<file path="src/design/tefc_pkg.sv">
`default_nettype none
package tefc_pkg;
	// register byte addresses on the apb bus
	localparam logic [11:0] ADDR_CTRL = 12'h000;
	localparam logic [11:0] ADDR_STAT = 12'h004;
	localparam logic [11:0] ADDR_MASK = 12'h008;
	localparam logic [11:0] ADDR_MODE = 12'h00C;
	// control register field positions
	localparam int BIT_RESET_REQ = 10;
	localparam int BIT_TAIL_ADV = 8;
	localparam int BIT_TS_EN = 5;
	localparam int BIT_OVF_IE = 3;
	localparam int BIT_FULL_IE = 2;
	localparam int BIT_HALF_IE = 1;
	localparam int BIT_NE_IE = 0;
	// writable bits of the control register
	localparam logic [15:0] CTRL_RW_MASK = 16'h002F;
	localparam logic [15:0] CTRL_RESET = 16'h0000;
	// operating mode encoding for configuration
	localparam logic [2:0] MODE_CONFIG = 3'h4;
	localparam logic [2:0] MODE_RESET = 3'h4;
	// status and mask layout: 0 ne, 1 half, 2 full, 3 ovf
	localparam int NUM_EVT = 4;
	localparam logic [3:0] STAT_RESET = 4'h0;
	localparam logic [3:0] MASK_RESET = 4'hF;
	// cycles the queue reset takes
	localparam logic [3:0] RESET_CYCLES = 4'h4;
	typedef enum logic [1:0] {
		TEFC_IDLE = 2'b00,
		TEFC_CLEAR = 2'b01,
		TEFC_DONE = 2'b11
	} tefc_state_e;
endpackage : tefc_pkg
`default_nettype wire

</file>
<file path="src/design/tefc_ctrl.sv">
// Operation
// RULE1: writing one to reset request clears queue; hardware clears bit when done
// RULE2: software polls reset request until zero before using the queue
// RULE3: tail advance moves tail by exactly one message, then self-clears
// RULE4: timestamp enable one makes every stored element carry a timestamp
// RULE5: timestamp enable writable only in configuration operating mode
// RULE6: overflow raises interrupt only while overflow enable is one
// RULE7: full condition raises interrupt only while full enable is one
// RULE8: unimplemented control bits read zero; implemented bits reset to zero
// RULE9: bits one and zero gate half-full and not-empty interrupts
//
// The APB register port and the register addresses are this design's own decisions.
`timescale 1ns/100ps
`default_nettype none
module tefc_ctrl (
	input wire logic pclk,
	input wire logic presetn,
	input wire logic psel,
	input wire logic penable,
	input wire logic pwrite,
	input wire logic [11:0] paddr,
	input wire logic [31:0] pwdata,
	output logic [31:0] prdata,
	output logic pready,
	output logic pslverr,
	input wire logic queue_overflow,
	input wire logic queue_full,
	input wire logic queue_half_full,
	input wire logic queue_not_empty,
	output logic queue_clear,
	output logic tail_step,
	output logic event_timestamp_enable,
	output logic irq
);
	////////////////////////////////////////////////////////////////////////
	logic [15:0] ctrl;
	logic [2:0] controller_operating_mode;
	logic [3:0] stat;
	logic [3:0] mask;
	logic [3:0] rst_cnt;
	logic [3:0] evt_level;
	logic [3:0] evt_rise;
	logic [3:0] evt_gate;
	logic [3:0] next_stat;
	logic [31:0] next_prdata;
	// one register per control concern, joined into ctrl below
	logic [3:0] irq_enable;
	logic ts_enable_q;
	logic tail_req;
	logic reset_req;
	logic ctrl_wr;
	logic wr_acc;
	logic rd_acc;
	logic hit;
	tefc_pkg::tefc_state_e state;

	// access decode; slave answers without wait
	assign wr_acc = psel & penable & pwrite;
	assign rd_acc = psel & penable & ~pwrite;
	assign pready = 1'b1;
	assign hit = (paddr == tefc_pkg::ADDR_CTRL) | (paddr == tefc_pkg::ADDR_STAT) |
		(paddr == tefc_pkg::ADDR_MASK) | (paddr == tefc_pkg::ADDR_MODE);
	assign pslverr = psel & penable & ~hit;
	// write access aimed at the control word
	assign ctrl_wr = wr_acc & (paddr == tefc_pkg::ADDR_CTRL);

	////////////////////////////////////////////////////////////////////////
	// read mux
	always_comb begin
		next_prdata = 32'h0000_0000;
		case (paddr)
			tefc_pkg::ADDR_CTRL: next_prdata = {16'h0000, ctrl};
			tefc_pkg::ADDR_STAT: next_prdata = {28'h0000000, stat};
			tefc_pkg::ADDR_MASK: next_prdata = {28'h0000000, mask};
			tefc_pkg::ADDR_MODE: next_prdata = {29'h00000000, controller_operating_mode};
			default: next_prdata = 32'h0000_0000;
		endcase
	end

	// read data registered in setup phase
	always_ff @(posedge pclk or negedge presetn) begin
		if (!presetn) begin
			prdata <= 32'h0000_0000;
		end else if (psel & ~penable & ~pwrite) begin
			prdata <= next_prdata;
		end
	end

	////////////////////////////////////////////////////////////////////////
	// operating mode register
	always_ff @(posedge pclk or negedge presetn) begin
		if (!presetn) begin
			controller_operating_mode <= tefc_pkg::MODE_RESET;
		end else if (wr_acc && paddr == tefc_pkg::ADDR_MODE) begin
			controller_operating_mode <= pwdata[2:0];
		end
	end

	// control register: plain read/write interrupt enable bits
	always_ff @(posedge pclk or negedge presetn) begin
		if (!presetn) begin
			irq_enable <= 4'h0;
		end else if (ctrl_wr) begin
			irq_enable <= pwdata[3:0];
		end
	end

	// RULE5: timestamp enable only in config mode
	always_ff @(posedge pclk or negedge presetn) begin
		if (!presetn) begin
			ts_enable_q <= 1'b0;
		end else if (ctrl_wr && controller_operating_mode == tefc_pkg::MODE_CONFIG) begin
			ts_enable_q <= pwdata[tefc_pkg::BIT_TS_EN];
		end
	end

	// RULE4: timestamp enable drives the store path
	assign event_timestamp_enable = ts_enable_q;

	// RULE8: reserved bits tied to zero
	// control word as software reads it
	assign ctrl = {5'h00, reset_req, 1'b0, tail_req, 2'h0, ts_enable_q, 1'b0, irq_enable};

	////////////////////////////////////////////////////////////////////////
	// RULE3: tail advance sets, pulses once, clears
	always_ff @(posedge pclk or negedge presetn) begin
		if (!presetn) begin
			tail_req <= 1'b0;
		end else begin
			tail_req <= ctrl_wr & pwdata[tefc_pkg::BIT_TAIL_ADV];
		end
	end

	// one tail step per set bit
	assign tail_step = tail_req;

	// RULE1: queue reset sequencer
	always_ff @(posedge pclk or negedge presetn) begin
		if (!presetn) begin
			state <= tefc_pkg::TEFC_IDLE;
			rst_cnt <= 4'h0;
		end else begin
			case (state)
				tefc_pkg::TEFC_IDLE: begin
					if (ctrl_wr && pwdata[tefc_pkg::BIT_RESET_REQ]) begin
						state <= tefc_pkg::TEFC_CLEAR;
						rst_cnt <= tefc_pkg::RESET_CYCLES;
					end
				end
				tefc_pkg::TEFC_CLEAR: begin
					rst_cnt <= rst_cnt - 4'h1;
					if (rst_cnt == 4'h1) begin
						state <= tefc_pkg::TEFC_DONE;
					end
				end
				tefc_pkg::TEFC_DONE: state <= tefc_pkg::TEFC_IDLE;
				default: state <= tefc_pkg::TEFC_IDLE;
			endcase
		end
	end

	// request bit reads one until the reset has finished
	always_ff @(posedge pclk or negedge presetn) begin
		if (!presetn) begin
			reset_req <= 1'b0;
		end else begin
			reset_req <= (state == tefc_pkg::TEFC_CLEAR) |
				(state == tefc_pkg::TEFC_IDLE && ctrl_wr && pwdata[tefc_pkg::BIT_RESET_REQ]);
		end
	end

	assign queue_clear = (state == tefc_pkg::TEFC_CLEAR);

	////////////////////////////////////////////////////////////////////////
	// event edges, one detector per source
	assign evt_level = {queue_overflow, queue_full, queue_half_full, queue_not_empty};
	genvar gi;
	generate
		for (gi = 0; gi < tefc_pkg::NUM_EVT; gi++) begin : g_evt
			tefc_edge u_edge (
				.pclk(pclk),
				.presetn(presetn),
				.level(evt_level[gi]),
				.rise(evt_rise[gi])
			);
			// RULE6: enable bit gates each event
			assign evt_gate[gi] = evt_rise[gi] & ctrl[gi];
		end
	endgenerate

	// sticky status, set wins over read clear
	// only bits captured in read data are cleared, so an event
	// landing between setup and access is not lost
	always_comb begin
		next_stat = stat;
		if (rd_acc && paddr == tefc_pkg::ADDR_STAT) begin
			next_stat = stat & ~prdata[3:0];
		end
		next_stat = next_stat | evt_gate;
	end

	always_ff @(posedge pclk or negedge presetn) begin
		if (!presetn) begin
			stat <= tefc_pkg::STAT_RESET;
		end else begin
			stat <= next_stat;
		end
	end

	// interrupt mask register
	always_ff @(posedge pclk or negedge presetn) begin
		if (!presetn) begin
			mask <= tefc_pkg::MASK_RESET;
		end else if (wr_acc && paddr == tefc_pkg::ADDR_MASK) begin
			mask <= pwdata[3:0];
		end
	end

	// RULE7: full and others reach irq via enables
	// RULE9: half and not-empty gated by bits one and zero
	assign irq = |(stat & mask);

	////////////////////////////////////////////////////////////////////////
	// assertions
	reset_done_a: assert property (@(posedge pclk) disable iff (!presetn) // RULE1
		$rose(queue_clear) |-> queue_clear [*4] ##1 !queue_clear ##1 !ctrl[10])
		else $error("queue reset length wrong");
	tail_once_a: assert property (@(posedge pclk) disable iff (!presetn) // RULE3
		tail_step |=> !tail_step)
		else $error("tail advanced more than once");
	tail_cause_a: assert property (@(posedge pclk) disable iff (!presetn) // RULE3
		tail_step |-> $past(wr_acc) && $past(pwdata[8]))
		else $error("tail moved without request");
	ts_out_a: assert property (@(posedge pclk) disable iff (!presetn) // RULE4
		event_timestamp_enable == ctrl[5])
		else $error("timestamp output mismatch");
	ts_lock_a: assert property (@(posedge pclk) disable iff (!presetn) // RULE5
		controller_operating_mode != 3'h4 |=> $stable(ctrl[5]))
		else $error("timestamp changed outside config");
	ovf_gate_a: assert property (@(posedge pclk) disable iff (!presetn) // RULE6
		$rose(stat[3]) |-> $past(ctrl[3]))
		else $error("overflow flagged while disabled");
	full_gate_a: assert property (@(posedge pclk) disable iff (!presetn) // RULE7
		$rose(stat[2]) |-> $past(ctrl[2]))
		else $error("full flagged while disabled");
	rsvd_zero_a: assert property (@(posedge pclk) disable iff (!presetn) // RULE8
		(ctrl & 16'hFAD0) == 16'h0000)
		else $error("reserved control bit set");
	tail_start_a: assert property (@(posedge pclk) disable iff (!presetn) // RULE3
		ctrl_wr && pwdata[8] |=> tail_step)
		else $error("tail request not acted on");
	reset_zero_a: assert property (@(posedge pclk) disable iff (!presetn) // RULE1
		state == tefc_pkg::TEFC_IDLE && !(ctrl_wr && pwdata[10]) |=> !queue_clear)
		else $error("queue cleared without request");
	ts_write_a: assert property (@(posedge pclk) disable iff (!presetn) // RULE5
		ctrl_wr && controller_operating_mode == 3'h4 |=> ctrl[5] == $past(pwdata[5]))
		else $error("timestamp write lost in config");
	stat_clear_a: assert property (@(posedge pclk) disable iff (!presetn) // RULE6
		rd_acc && paddr == 12'h004 && evt_gate == 4'h0 |=> (stat & prdata[3:0]) == 4'h0)
		else $error("status not cleared by read");
	low_gate_a: assert property (@(posedge pclk) disable iff (!presetn) // RULE9
		($rose(stat[1]) |-> $past(ctrl[1])) and ($rose(stat[0]) |-> $past(ctrl[0])))
		else $error("half or not-empty flagged while disabled");
	reset_cov: cover property (@(posedge pclk) disable iff (!presetn) $fell(queue_clear));
	tail_cov: cover property (@(posedge pclk) disable iff (!presetn) tail_step);
	irq_cov: cover property (@(posedge pclk) disable iff (!presetn) $rose(irq));
	ts_lock_cov: cover property (@(posedge pclk) disable iff (!presetn)
		ctrl_wr && controller_operating_mode != 3'h4);
endmodule // tefc_ctrl
`default_nettype wire

</file>
<file path="src/design/tefc_edge.sv">
`timescale 1ns/100ps
`default_nettype none
// rising-edge detector for event levels
module tefc_edge (
	input wire logic pclk,
	input wire logic presetn,
	input wire logic level,
	output logic rise
);
	logic last;
	// previous sample of the level
	always_ff @(posedge pclk or negedge presetn) begin
		if (!presetn) begin
			last <= 1'b0;
		end else begin
			last <= level;
		end
	end
	assign rise = level & ~last;
endmodule // tefc_edge
`default_nettype wire

</file>
<file path="config.mk">
export PLATFORM = sky130hd
export DESIGN_NAME = tefc_ctrl
export DESIGN_NICKNAME = d
export VERILOG_FILES = /design/src/design/tefc_pkg.sv /design/src/design/tefc_ctrl.sv /design/src/design/tefc_edge.sv
export SDC_FILE = /design/constraint.sdc
export NUM_CORES = 1
export LEC_CHECK = 0
export BUFFER_PORTS_ARGS = -buffer_cell sky130_fd_sc_hd__buf_2
export CAP_MARGIN = 10
export CORE_MARGIN = 2
export CORE_UTILIZATION = 35
export DETAILED_ROUTE_END_ITERATION = 12
export GPL_TIMING_DRIVEN = 0
export PLACE_DENSITY = 0.64
export SLEW_MARGIN = 20
export SYNTH_ARGS = -nofsm -noshare
export SYNTH_HDL_FRONTEND = slang
export SYNTH_SLANG_ARGS = --single-unit
</file>
<file path="constraint.sdc">
create_clock -name pclk -period 4 [get_ports pclk]
set_input_delay 0.8 -clock pclk [delete_from_list [all_inputs] [get_ports pclk]]
set_output_delay 0.8 -clock pclk [all_outputs]
set_load 0.005 [all_outputs]
</file>
==> summary.txt <==
Global route
  – Global-route wire length before repair: 6.17 mm
  – Number of antenna violations at the first check in global routing: 0
  – GR Util met1: 18.0%
  – Total grt overflow: 0
  – Peak-usage layer in the global routing report: met2
  – Via count of the first global-routing pass: 1253
  – Met2 Resource Use GR: 20.1%
  – Met3 GRT Util: 4.24%
  – Maximum number of pins on one net before global-route repair: 36
  – All-layer global routing usage: 13.3%

Yosys
  – Synth Flop Type: dfrtp_1
  – Cell count after synthesis: 164
  – Largest family of logic cells by synthesized area: simple AND/OR/NAND/NOR gates
  – Synth Warn #: 0
  – Area share of fa/ha/maj cells after synthesis: 1.35%
  – Mean post-synth cell area: 11.3 um^2
  – Share of synthesized cell area in and, or, nand and nor gates: 14.4%
  – Count of flip-flops with a built-in enable after synthesis: 0
  – Sequential element share of the synthesized area: 47.6%
  – Mux share of post-synthesis cell area: 12.0%
  – Async set-or-reset flop fraction in the synthesized netlist: 100%
  – Synth Register Bits: 35
  – Complex-gate fraction of the synthesized area: 10.5%
  – XOR/XNOR Fraction of Synth Area: 0%
  – Post-synthesis cell type count: 39
  – Cell area after synthesis: 1850 um^2

Pwr
  – Power density relative to cell area: 295 nW/um^2
  – Static power due to leakage: 1.20 nW
  – Total power: 0.683 mW
  – Worst ir drop on vdd: 95.3 uV

Floorplan
  – Num ports: 91
  – Std-Cell Core Area: 5110 um^2
  – Width of the die: 76.8 um
  – Initial Util: 36.3%
  – FP Rows: 26
  – Chip Height: 76.8 um
  – Die Area: 5890 um^2

Route
  – DR WL/cell: 11.8 um
  – Number of remaining DRC errors: 0
  – Antenna violation net count after detailed routing: 0
  – First-iteration detailed-routing DRC count: 66
  – Number of vias after detailed routing: 1311
  – Vias per cell: 4.31
  – Length of the first detailed-routing pass in iterations: 4
  – Final WL: 3.60 mm

Clock network
  – Clock net sink count: 35
  – CTS H-Tree Depth: 2
  – CTS Hold Bufs: 0
  – Number of buffers inserted during clock tree synthesis: 5
  – Setup bufs post-CTS: 0
  – CTS-repair resized insts: 0
  – Worst skew pair latency: 0.28 ns
  – TritonCTS clock tree: yes
  – Max clock buf depth: 2
  – Clk Tree Root Cell: clkbuf_8
  – Clock edge transition at the registers on the reported setup and hold paths: 0.07 ns

Placement
  – Port Buffers: 38
  – DP Cell Count: 296
  – Final HPWL DP: 2.72 mm
  – Setup slack after placement: 0.867 ns
  – Gp weighted congestion: 0.788
  – Placement-stage cell area: 2220 um^2

Finish
  – Commonest non-fill, non-tap cell in the layout: buf_2
  – Sequential cell area in the final layout: 882 um^2
  – Final standard cell area without fillers: 2310 um^2
  – Fill count: 503
  – Area of combinational cells with multiple inputs: 807 um^2
  – Highest-count cells in the layout ignoring fill and taps: 40 x buf_2, 30 x dfrtp_1, 26 x buf_4, 26 x conb_1, 13 x nand2_1
  – Fraction of final layout cells with drive strength greater than 1: 43.6%
  – Number of diodes added for antenna fixing: 0
  – Final layout net count: 288
  – Final standard cell utilization of the core: 45.3%
  – Area grow syn2layout: 24.8%
  – Final non-filler cell total: 304

STA
  – Skew final: 0.00638 ns
  – Fmax achieved: 0.343 GHz
  – Final setup violation count: 0
  – Setup repair after global routing missed its margin: false
  – Slew at the pin with the worst max-slew slack: 0.970 ns
  – Worst slew slack as a fraction of its limit: 34.7%
  – Final cycle utilization of the critical path: 72.9%
  – Final hold slack: 0.471 ns
  – Total negative slack: 0 ns
  – Final hold vios: 0
  – Worst Slack Setup Final: 1.09 ns
  – Clock period minus final worst setup slack: 2.91 ns
  – Max-slew violations: 0

Critical path
  – Top fanout value on the critical path: 7
  – Path type of the worst setup path: in -> reg
  – Worst Setup End Kind: register
  – Sort of element at the start of the critical path: input pin
  – Required time reported for the critical path endpoint: 4.22 ns
  – Data arrival time of the worst path: 3.13 ns

Flow run
  – # Max-Cap Violations: 0

Status
  – Outcome: completed

Hold path
  – Classification of the worst-slack hold path: reg -> reg
-- sequential cells by signal, indices dropped and copies added, names as in the netlist --
signal	cells
controller_operating_mode	3
event_timestamp_enable	1
g_evt.u_edge.last	4
irq_enable	4
mask	4
prdata	7
reset_req	1
rst_cnt	4
stat	4
state	2
tail_step	1
-- area by class of cell --
type	instances	area share, %
buffer	33	10.0
clock buffer	7	3.73
clock inverter	1	0.216
inverter	6	0.974
multi-input combinational	114	34.9
sequential	35	38.1
tap	70	3.79
timing repair buffer	38	8.23
-- where the power goes --
part           internal [mW]  total, mW  leakage (nW)  switching (mW)
sequential             0.358      0.360         0.461         0.00211
clock                  0.139      0.258        0.0482           0.119
combinational         0.0335     0.0651         0.690          0.0316
total                  0.530      0.683          1.20           0.153
-- kinds of logic (layout without fill, tap and decap cells) --
kind of cell | after synthesis | in the layout
mux | 17 | 17
simple gates | 43 | 43
compound gates | 26 | 26
buf+inv | 39 | 85
other cells | 2 | 26
flops | 35 | 35
fa+ha+maj | 2 | 2
-- cells in the mapped netlist (all sizes together) (4+ instances only) --
cell type | count | area, um^2
clkbuf | 4 | 15.0
mux2 | 12 | 135
dfstp | 5 | 131
dfrtp | 30 | 751
a22o | 9 | 78.8
buf | 29 | 216
nor2 | 5 | 18.8
inv | 6 | 22.5
o21ai | 5 | 25.0
nand2 | 13 | 48.8
nor4 | 4 | 25.0
-- worst paths after layout --
kind,start,to,slack [ns],cells past startpoint
min reg2reg,reset_req$_DFF_PN0_,prdata[10]$_DFFE_PN0P_,0.47,1
min,reset_req$_DFF_PN0_,prdata[10]$_DFFE_PN0P_,0.47,1
max,paddr[9],prdata[5]$_DFFE_PN0P_,1.09,6
max in group asynchronous,presetn,stat[1]$_DFF_PN0_,2.93,1
max reg2reg,rst_cnt[2]$_DFFE_PN0P_,rst_cnt[3]$_DFFE_PN0P_,2.64,4
min in group asynchronous,presetn,state[1]$_DFFE_PN0P_,0.58,1
-- worst max-delay path, cell delays in order --
cell	delay, ns
buf_2	0.09
or4_1	0.50
buf_2	0.17
nor4_1	0.84
nor3b_1	0.52
a22o_1	0.20
-- per-layer routing --
metal	vias to the layer above	wire length, um
met5	-	0
met1	586	1700
met2	48	1580
met4	0	46
met3	5	272
li1	672	-
Power figures use the tool's default switching activity.
